`config.mk`:
```
export PLATFORM = sky130hd
export DESIGN_NAME = fsps_sequencer
export DESIGN_NICKNAME = d
export VERILOG_FILES = /design/src/rtl/fsps_pkg.sv /design/src/rtl/fsps_timer.sv /design/src/rtl/fsps_sequencer.sv
export VERILOG_INCLUDE_DIRS = /design/src /design/src/rtl
export SDC_FILE = /design/constraint.sdc
export NUM_CORES = 1
export LEC_CHECK = 0
export BUFFER_PORTS_ARGS = -buffer_cell sky130_fd_sc_hd__buf_4
export CORE_ASPECT_RATIO = 2
export CORE_UTILIZATION = 51
export DETAILED_ROUTE_END_ITERATION = 8
export PLACE_DENSITY_LB_ADDON = 0.08
export SYNTH_ARGS = -nofsm -noshare
export SYNTH_HDL_FRONTEND = slang
export SYNTH_HIERARCHICAL = 1
export SYNTH_SLANG_ARGS = --single-unit
```
`constraint.sdc`:
```
create_clock -name ref_clk -period 4.67 [get_ports ref_clk]
set_input_delay 0.467 -clock ref_clk [delete_from_list [all_inputs] [get_ports ref_clk]]
set_output_delay 0.467 -clock ref_clk [all_outputs]
set_load 0.01 [all_outputs]
```
`src/rtl/fsps_defs.svh`:
```
`ifndef FSPS_DEFS_SVH
`define FSPS_DEFS_SVH
`define FSPS_BIT_EN 0
`define FSPS_BIT_ERASE 1
`define FSPS_BIT_WRITE 2
`define FSPS_BIT_LOCK 3
`define FSPS_BIT_REEN 4
`define FSPS_BIT_BUSY 6
`define FSPS_CMD_LOAD 5'h01
`define FSPS_CMD_ERASE 5'h03
`define FSPS_CMD_WRITE 5'h05
`define FSPS_CMD_LOCK 5'h09
`define FSPS_CMD_REEN 5'h11
`define FSPS_STORE_WIN 4
`define FSPS_LOAD_WIN 3
`define FSPS_Z_LOCK 16'h0001
`define FSPS_Z_FLOW 16'h0000
`define FSPS_Z_FEXT 16'h0002
`define FSPS_Z_FHIGH 16'h0003
`define FSPS_LOCK_RST 6'h3f
`define FSPS_PROG_MIN_NS 3700000
`define FSPS_PROG_MAX_NS 4500000
`define FSPS_CLK_NS 100
`endif

```
`src/rtl/fsps_pkg.sv`:
```
package fsps_pkg;
   typedef enum logic [1:0] {fsps_idle, fsps_erase, fsps_write, fsps_lock}
      fsps_op_e;
   typedef logic [15:0] fsps_word_t;
endpackage : fsps_pkg

```
`src/rtl/fsps_timer.sv`:
```
`timescale 1ns/10ps
`include "fsps_defs.svh"
module fsps_timer #(
   parameter int CYCLES = (`FSPS_PROG_MIN_NS + `FSPS_CLK_NS - 1) /
      `FSPS_CLK_NS
)(
   input wire logic ref_clk,
   input wire logic rst_n,
   input wire logic start,
   output logic busy,
   output logic done
);
   initial
   begin
      if (CYCLES < 1) $error("Timer count must be at least one");
   end
   logic [31:0] count;
   always_ff @(posedge ref_clk or negedge rst_n)
   begin
      if (!rst_n)
      begin
         count <= 32'h0000_0000;
         busy <= 1'b0;
         done <= 1'b0;
      end
      else
      begin
         done <= 1'b0;
         if (start && !busy)
         begin
            busy <= 1'b1;
            count <= 32'(CYCLES - 1);
         end
         else if (busy)
         begin
            if (count == 32'h0000_0000)
            begin
               busy <= 1'b0;
               done <= 1'b1;
            end
            else
               count <= count - 32'h0000_0001;
         end
      end
   end
endmodule : fsps_timer

```
`src/rtl/fsps_sequencer.sv`:
```
`timescale 1ns/10ps
`include "fsps_defs.svh"
module fsps_sequencer #(
   parameter int PAGE_WORDS = 64,
   parameter int PAGES = 256,
   parameter int NO_READ_WHILE_WRITE_SECTION_FIRST_PAGE = 224,
   parameter int PROG_CYCLES = (`FSPS_PROG_MIN_NS + `FSPS_CLK_NS - 1) /
      `FSPS_CLK_NS,
   parameter logic [7:0] FUSE_LOW = 8'hff,
   parameter logic [7:0] FUSE_HIGH = 8'hff,
   parameter logic [3:0] FUSE_EXT = 4'hf
)(
   input wire logic ref_clk,
   input wire logic nrst,
   input wire logic ctrl_wr,
   input wire logic [7:0] ctrl_wdata,
   output logic [7:0] self_prog_ctrl_status,
   input wire logic store_op,
   input wire logic load_op,
   input wire fsps_pkg::fsps_word_t z_ptr,
   input wire fsps_pkg::fsps_word_t r1r0,
   output logic [7:0] load_data,
   output logic load_special,
   input wire logic eeprom_program_enable,
   input wire logic spm_int_enable,
   output logic spm_irq,
   output logic cpu_halt,
   output logic rww_read_block,
   output logic flash_wr,
   output logic flash_erase,
   output logic [$clog2(PAGES)-1:0] flash_page,
   output logic [$clog2(PAGE_WORDS)-1:0] buf_rd_idx,
   output fsps_pkg::fsps_word_t buf_rd_data,
   output logic [5:0] lock_bits
);
   import fsps_pkg::*;
   localparam int WB = $clog2(PAGE_WORDS);
   localparam int PB = $clog2(PAGES);
   localparam int MAXC = `FSPS_PROG_MAX_NS / `FSPS_CLK_NS;
   initial
   begin
      if (PAGE_WORDS < 2 || (1 << WB) != PAGE_WORDS)
         $error("Page size must be a power of two");
      if (WB + PB + 1 > 16) $error("Flash too large for Z pointer");
      if (PROG_CYCLES < 1 || PROG_CYCLES > MAXC)
         $error("Programming time out of range");
   end

   ////////////////////////////////////////////////////////////////////////
   // Reset release through two flops
   logic rst_meta, rst_n;
   always_ff @(posedge ref_clk or negedge nrst)
   begin
      if (!nrst)
      begin
         rst_meta <= 1'b0;
         rst_n <= 1'b0;
      end
      else
      begin
         rst_meta <= 1'b1;
         rst_n <= rst_meta;
      end
   end

   ////////////////////////////////////////////////////////////////////////
   // Control register and command windows
   logic [4:0] cmd;
   logic [2:0] win;
   logic busy_flag;
   fsps_op_e op;
   logic prog_busy, prog_done, prog_start;
   logic [PB-1:0] op_page;
   wire logic armed = cmd[`FSPS_BIT_EN] && win != 3'h0;
   // An EEPROM write starting inside an open window still blocks the op
   wire logic do_store = store_op && armed && !prog_busy &&
      !eeprom_program_enable;
   wire logic do_load = load_op && armed && cmd == `FSPS_CMD_LOCK &&
      win > 3'(`FSPS_STORE_WIN - `FSPS_LOAD_WIN) && !eeprom_program_enable;
   wire logic is_erase = do_store && cmd == `FSPS_CMD_ERASE;
   wire logic is_write = do_store && cmd == `FSPS_CMD_WRITE;
   wire logic is_fill = do_store && cmd == `FSPS_CMD_LOAD;
   wire logic is_lock = do_store && cmd == `FSPS_CMD_LOCK;
   wire logic is_reen = do_store && cmd == `FSPS_CMD_REEN;
   wire logic [PB-1:0] z_page = z_ptr[WB+PB:WB+1];
   wire logic [WB-1:0] z_word = z_ptr[WB:1];

   // Writes are refused while EEPROM programs or flash is busy
   always_ff @(posedge ref_clk or negedge rst_n)
   begin
      if (!rst_n)
      begin
         cmd <= 5'h00;
         win <= 3'h0;
      end
      else if (ctrl_wr && !eeprom_program_enable && !prog_busy)
      begin
         cmd <= ctrl_wdata[4:0];
         win <= 3'(`FSPS_STORE_WIN);
      end
      else if (do_store || do_load || win == 3'h1)
      begin
         // Erase, write and lock keep enable set until the flash is done
         cmd <= (is_erase || is_write || is_lock) ? cmd : 5'h00;
         win <= 3'h0;
      end
      else if (win != 3'h0)
         win <= win - 3'h1;
      else if (prog_done)
         cmd <= 5'h00;
   end

   always_comb
   begin
      self_prog_ctrl_status = 8'h00;
      self_prog_ctrl_status[4:0] = cmd;
      self_prog_ctrl_status[`FSPS_BIT_BUSY] = busy_flag;
   end

   ////////////////////////////////////////////////////////////////////////
   // Flash operation timing
   fsps_timer #(.CYCLES(PROG_CYCLES)) u_timer (
      .ref_clk(ref_clk),
      .rst_n(rst_n),
      .start(prog_start),
      .busy(prog_busy),
      .done(prog_done)
   );
   assign prog_start = is_erase || is_write || is_lock;

   always_ff @(posedge ref_clk or negedge rst_n)
   begin
      if (!rst_n)
      begin
         op <= fsps_idle;
         op_page <= '0;
      end
      else if (prog_start)
      begin
         op_page <= z_page;
         case (1'b1)
            is_erase: op <= fsps_erase;
            is_write: op <= fsps_write;
            default: op <= fsps_lock;
         endcase
      end
      else if (prog_done)
         op <= fsps_idle;
   end

   wire logic in_no_read_while_write_section = op_page >= PB'(NO_READ_WHILE_WRITE_SECTION_FIRST_PAGE);
   assign cpu_halt = prog_busy && in_no_read_while_write_section &&
      (op == fsps_erase || op == fsps_write);
   assign flash_page = op_page;
   assign flash_erase = prog_done && op == fsps_erase;
   assign flash_wr = prog_done && op == fsps_write;

   // Any erase or write blocks READ_WHILE_WRITE_SECTION; only re-enable releases it
   always_ff @(posedge ref_clk or negedge rst_n)
   begin
      if (!rst_n)
         busy_flag <= 1'b0;
      else if (is_erase || is_write)
         busy_flag <= 1'b1;
      else if (is_reen)
         busy_flag <= 1'b0;
   end
   assign rww_read_block = busy_flag;

   ////////////////////////////////////////////////////////////////////////
   // Temporary page buffer
   fsps_word_t page_buf [PAGE_WORDS];
   logic [PAGE_WORDS-1:0] buf_valid;
   wire logic buf_clear = (flash_wr) || is_reen ||
      (eeprom_program_enable && buf_valid != '0);
   genvar gi;
   generate
      for (gi = 0; gi < PAGE_WORDS; gi++)
      begin : g_buf
         always_ff @(posedge ref_clk or negedge rst_n)
         begin
            if (!rst_n)
               buf_valid[gi] <= 1'b0;
            else if (buf_clear)
               buf_valid[gi] <= 1'b0;
            else if (is_fill && z_word == WB'(gi))
               buf_valid[gi] <= 1'b1;
         end
         always_ff @(posedge ref_clk)
         begin
            if (is_fill && z_word == WB'(gi))
               page_buf[gi] <= r1r0;
         end
      end
   endgenerate
   logic [WB-1:0] rd_idx;
   always_ff @(posedge ref_clk or negedge rst_n)
   begin
      if (!rst_n)
         rd_idx <= '0;
      else
         rd_idx <= z_word;
   end
   assign buf_rd_idx = rd_idx;
   // Erased words read back as all ones
   assign buf_rd_data = buf_valid[rd_idx] ? page_buf[rd_idx] : 16'hffff;

   ////////////////////////////////////////////////////////////////////////
   // Lock bits and readback
   logic [5:0] lock_req;
   always_ff @(posedge ref_clk or negedge rst_n)
   begin
      if (!rst_n)
         lock_bits <= `FSPS_LOCK_RST;
      else if (prog_done && op == fsps_lock)
         lock_bits <= lock_bits & lock_req;
   end
   always_ff @(posedge ref_clk or negedge rst_n)
   begin
      if (!rst_n)
         lock_req <= 6'h3f;
      else if (is_lock)
         lock_req <= r1r0[5:0];
   end

   always_ff @(posedge ref_clk or negedge rst_n)
   begin
      if (!rst_n)
      begin
         load_data <= 8'h00;
         load_special <= 1'b0;
      end
      else
      begin
         load_special <= do_load;
         if (do_load)
         begin
            if (z_ptr == `FSPS_Z_LOCK)
               load_data <= {2'b11, lock_bits};
            else if (z_ptr == `FSPS_Z_FLOW)
               load_data <= FUSE_LOW;
            else if (z_ptr == `FSPS_Z_FHIGH)
               load_data <= FUSE_HIGH;
            else if (z_ptr == `FSPS_Z_FEXT)
               load_data <= {4'hf, FUSE_EXT};
            else
               load_data <= 8'hff;
         end
      end
   end

   assign spm_irq = spm_int_enable && !cmd[`FSPS_BIT_EN];

   ////////////////////////////////////////////////////////////////////////
   // Checks
   property p_win;
      @(posedge ref_clk) disable iff (!rst_n)
      $rose(win == 3'(`FSPS_STORE_WIN)) ##0 !store_op [*4] |=>
         !cmd[`FSPS_BIT_EN] || prog_busy;
   endproperty
   a_win: assert property (p_win) else $error("enable not cleared");
   property p_irq;
      @(posedge ref_clk) disable iff (!rst_n)
      spm_int_enable && !cmd[`FSPS_BIT_EN] |-> spm_irq;
   endproperty
   a_irq: assert property (p_irq) else $error("irq missing");
   property p_busy;
      @(posedge ref_clk) disable iff (!rst_n)
      prog_busy && op != fsps_lock |-> rww_read_block;
   endproperty
   a_busy: assert property (p_busy) else $error("busy lost");
   property p_halt;
      @(posedge ref_clk) disable iff (!rst_n)
      op == fsps_lock |-> !cpu_halt &&
         (!$rose(prog_busy) || $stable(rww_read_block));
   endproperty
   a_halt: assert property (p_halt) else $error("lock halts cpu");
   property p_ee;
      @(posedge ref_clk) disable iff (!rst_n)
      eeprom_program_enable |=> !load_special && !$rose(prog_busy);
   endproperty
   a_ee: assert property (p_ee) else $error("eeprom block");
   property p_clr;
      @(posedge ref_clk) disable iff (!rst_n)
      is_reen |=> buf_valid == '0;
   endproperty
   a_clr: assert property (p_clr) else $error("buffer kept");
   property p_fill;
      @(posedge ref_clk) disable iff (!rst_n)
      is_fill && !buf_clear |=> buf_valid[$past(z_word)];
   endproperty
   a_fill: assert property (p_fill) else $error("fill lost");
   property p_bad;
      @(posedge ref_clk) disable iff (!rst_n)
      store_op && !armed |-> !prog_start ##1
         (!$rose(prog_busy) && $stable(lock_req));
   endproperty
   a_bad: assert property (p_bad) else $error("late store acted");
   c_erase: cover property (@(posedge ref_clk) flash_erase);
   c_write: cover property (@(posedge ref_clk) flash_wr);
   c_read: cover property (@(posedge ref_clk) load_special);
endmodule : fsps_sequencer

```
==> results.txt <==
----------------------------------------------------
[Clock tree]
  Max H-tree Level ... 3
  Total clock buffers created by CTS ... a little over 100
  Sinks on the clock net ... ~1200
  Skew-Pair Late Insertion Delay ... 0.71 ns
  Clock slew at the register clock pins of the worst setup and hold paths ... 0.07 ns
  Clock root buffer ... clkbuf_16
  Max Buffers Root-to-Sink ... 3
  TritonCTS clock tree ... yes

[Status]
  Result of the run ... complete, but fails checks
  Failing checks ... negative setup slack

[Global route]
  Antenna violations before repair ... 0
  Maximum number of pins on one net before global-route repair ... 75
  Aggregate global routing overflow ... 0
  Global-route wire length before repair ... 172600 um
  Tot GR Track Use ... a little over a quarter
  Vias in the first global route ... about 25000

[Critical path]
  Start-to-end type of the worst setup path ... reg -> out
  Category of the worst setup path launch point ... register
  Data required time at the worst endpoint ... between 4 and 5 ns
  Worst path arrival time ... 4.27 ns
  Type of destination of the critical path ... output pin
  Max Fanout on Critical Path ... 21
  R2R Path Start ... buf_valid[10]
  Launch point of the critical path ... buf_rd_idx[0]

[Routing]
  Number of DRC markers in iteration 0 ... 1995
  Residual antenna-violating net count after detailed routing ... 0
  DR DRC count ... 0
  Detailed-routing iteration count for the pre-antenna-repair pass ... 5
  Number of vias per cell after detailed routing ... 6.193
  Wirelength per Cell ... 30.38 um
  Final WL ... 118800 um
  DR vias ... around 24000

[Synth]
  Most common cell in the synthesized netlist ... edfxtp_1
  Primary FF master, synth ... edfxtp_1
  Leading post-synthesis cells by instance count ... edfxtp_1, mux4_2, nor2_1, mux2i_1, dfrtp_1
  Fraction of the yosys area taken by sequential cells ... about three quarters
  Count of yosys warnings during synthesis ... 6
  Mean instance size in the synthesized netlist ... 18.91 sq um
  Count of cell types in the netlist ... 70
  Number of flops mapped to enable cells by yosys ... 1024
  FF+latch count, synth ... 1169
  Dominant cell type by area after synthesis ... edfxtp_1
  Synthesized cell area ... 45880 sq um
  Async set or reset register ratio after synthesis ... around an eighth
  Instance count of the mapped netlist ... 2426
  Fraction of post-synthesis cell area in the top cell type by area ... between 60% and 70%
  Top cells by area in the synthesized netlist ... edfxtp_1, mux4_2, dfrtp_1

[STA]
  Worst slew slack as a fraction of its limit ... 13.38%
  Final setup fails ... 1
  Post-Route Hold Slack ... 0.07281 ns
  Slack of the critical path ... -0.06461 ns
  Unrepaired setup endpoints after global routing ... no
  Highest clock frequency the design can meet ... 211.2 MHz
  Final min period ... 4.735 ns
  Total negative slack for setup checks ... -0.06461 ns
  Worst Skew ... between 0.02 and 0.025 ns
  Count of final hold-check violations ... 0
  Final Max Tran Viols ... 0
  Transition time of the tightest slew-check pin ... 1.296 ns
  Share of the clock period used by the worst path ... 101.4%

[Power and ir drop]
  Largest vdd supply drop ... 0.3750 mV
  Leakage Power ... about 18 nW
  Total power density per cell area ... 426.4 nW/um^2

[Floorplanning]
  Die boundary height ... 426.2 um
  Number of cell rows ... 155
  Ports placed on the boundary ... 105
  Starting density of the core ... 51.43%
  Width of the die ... 214.1 um
  Die Outline Area ... 91240 sq um
  Area of the core ... 89210 sq um

[Placement]
  Post-placement cell count ... around 3700
  Post-Place Cell Area ... 48780 sq um
  Weighted congestion reported at the end of routability-driven placement ... 0.9211
  Final HPWL from detailed placement ... roughly 74000 um
  Count of input and output buffers ... 99

[Final layout]
  Area delta synth->final ... 14.31%
  Nets ... 2699
  Post-Route Utilization ... roughly 59%
  Register area ... 34410 sq um
  Non-Filler Instances ... just under 4000
  Filler Cells Inserted ... between 6000 and 7000
  Share of final-layout standard cells stronger than drive strength 1 ... 24.76%
  Cell area after layout ... about 52000 sq um
  Multi-input gate area ... roughly 11000 sq um

[Flow run]
  Max_cap viols ... 0

[Hold path]
  Type of the most critical hold path ... in -> async

----------------------------------------------------
-- final cells by class --
cell class,instances,share of cell area [%]
clock buffers,132,5.236
flip-flops and latches,1169,65.60
clock inverters,56,1.355
inverters,16,0.1145
well taps,1177,2.808
repair buffers,251,4.022
multi-input cells,1106,20.86
diodes,2,0.009542
-- repair_timing --
item	CTS	global route
resized for setup	1	0
hold buffers	20	0
endpoints found under the setup margin	1	0
buffers inserted	0	0
hold endpoints to repair	21	0
-- final timing paths --
kind	end	slack, ns	depth (start not counted)
max in group asynchronous	buf_rd_idx[1]	3.22	1
min in group ref_clk	load_data[6]	0.27	4
min	rst_meta	0.07	2
max	buf_rd_data[3]	-0.06	6
min reg2reg	rst_n	0.37	0
max reg2reg	buf_valid[47]	1.04	6
-- sequential cells by signal, indices dropped and copies added, names as in the netlist, 2 cells and up --
register,count
win,3
u_timer/count,32
cmd,5
op,2
page_buf,1024
lock_bits,6
buf_valid,64
load_data,7
buf_rd_idx,6
lock_req,6
flash_page,8
-- per-layer routing --
metal,vias up,global-route usage [%],wire (um)
met3,215,3.832,5898
met1,12880,30.42,42710
met4,0,13.13,6037
met2,822,48.37,64100
met5,-,0,0
li1,10290,-,-
-- critical path, cell delays in order, from the launching register on --
cell and delay, ns:
dfrtp_4 0.70, buf_12 0.28, mux4_2 0.53, a2111oi_1 1.15, a22oi_1 0.38, a31o_1 0.33
buf_4 0.16
-- layout by cell type, fill, tap and decap left out, types with 20 or more instances in the layout --
cell type         n
mux2i_1         141
clkbuf_1         23
o2111ai_1        32
a22oi_1          87
nand3_1          44
o21a_1           72
clkbuf_16       103
buf_4           217
nor2_2           33
nand2_1         108
dfrtp_1         129
nor4_1           24
mux4_2          208
nor2_1          132
dlygate4sd3_1    20
edfxtp_1       1024
-- report_power, final --
part | internal, mW | switching [mW]
Sequential | 11.6 | 0.242
Clock | 5.04 | 3.76
Combinational | 0.667 | 1.07
Total | 17.3 | 5.08
-- kinds of logic after synthesis --
group / count (synthesis) / share of synthesized area, %
other: 2 / 0.01637
adder cells (fa/ha/maj): 7 / 0.1909
AND/OR/NAND/NOR: 425 / 4.363
flip-flops: 1169 / 74.96
buffers and inverters: 152 / 1.535
XOR/XNOR: 2 / 0.03819
multiplexers: 363 / 13.63
AO/OA/AOI/OAI: 306 / 5.263
-- stage by stage --
step	setup slack (ns)	total power, mW
after floorplan	0.3518	12.97
final	-0.06461	22.36
after global routing	0.03651	23.04
after CTS	0.04139	22.53
after detailed placement	0.7599	13.76
after global placement	0.6887	13.69
No activity file was read; power rests on OpenSTA's default activity.
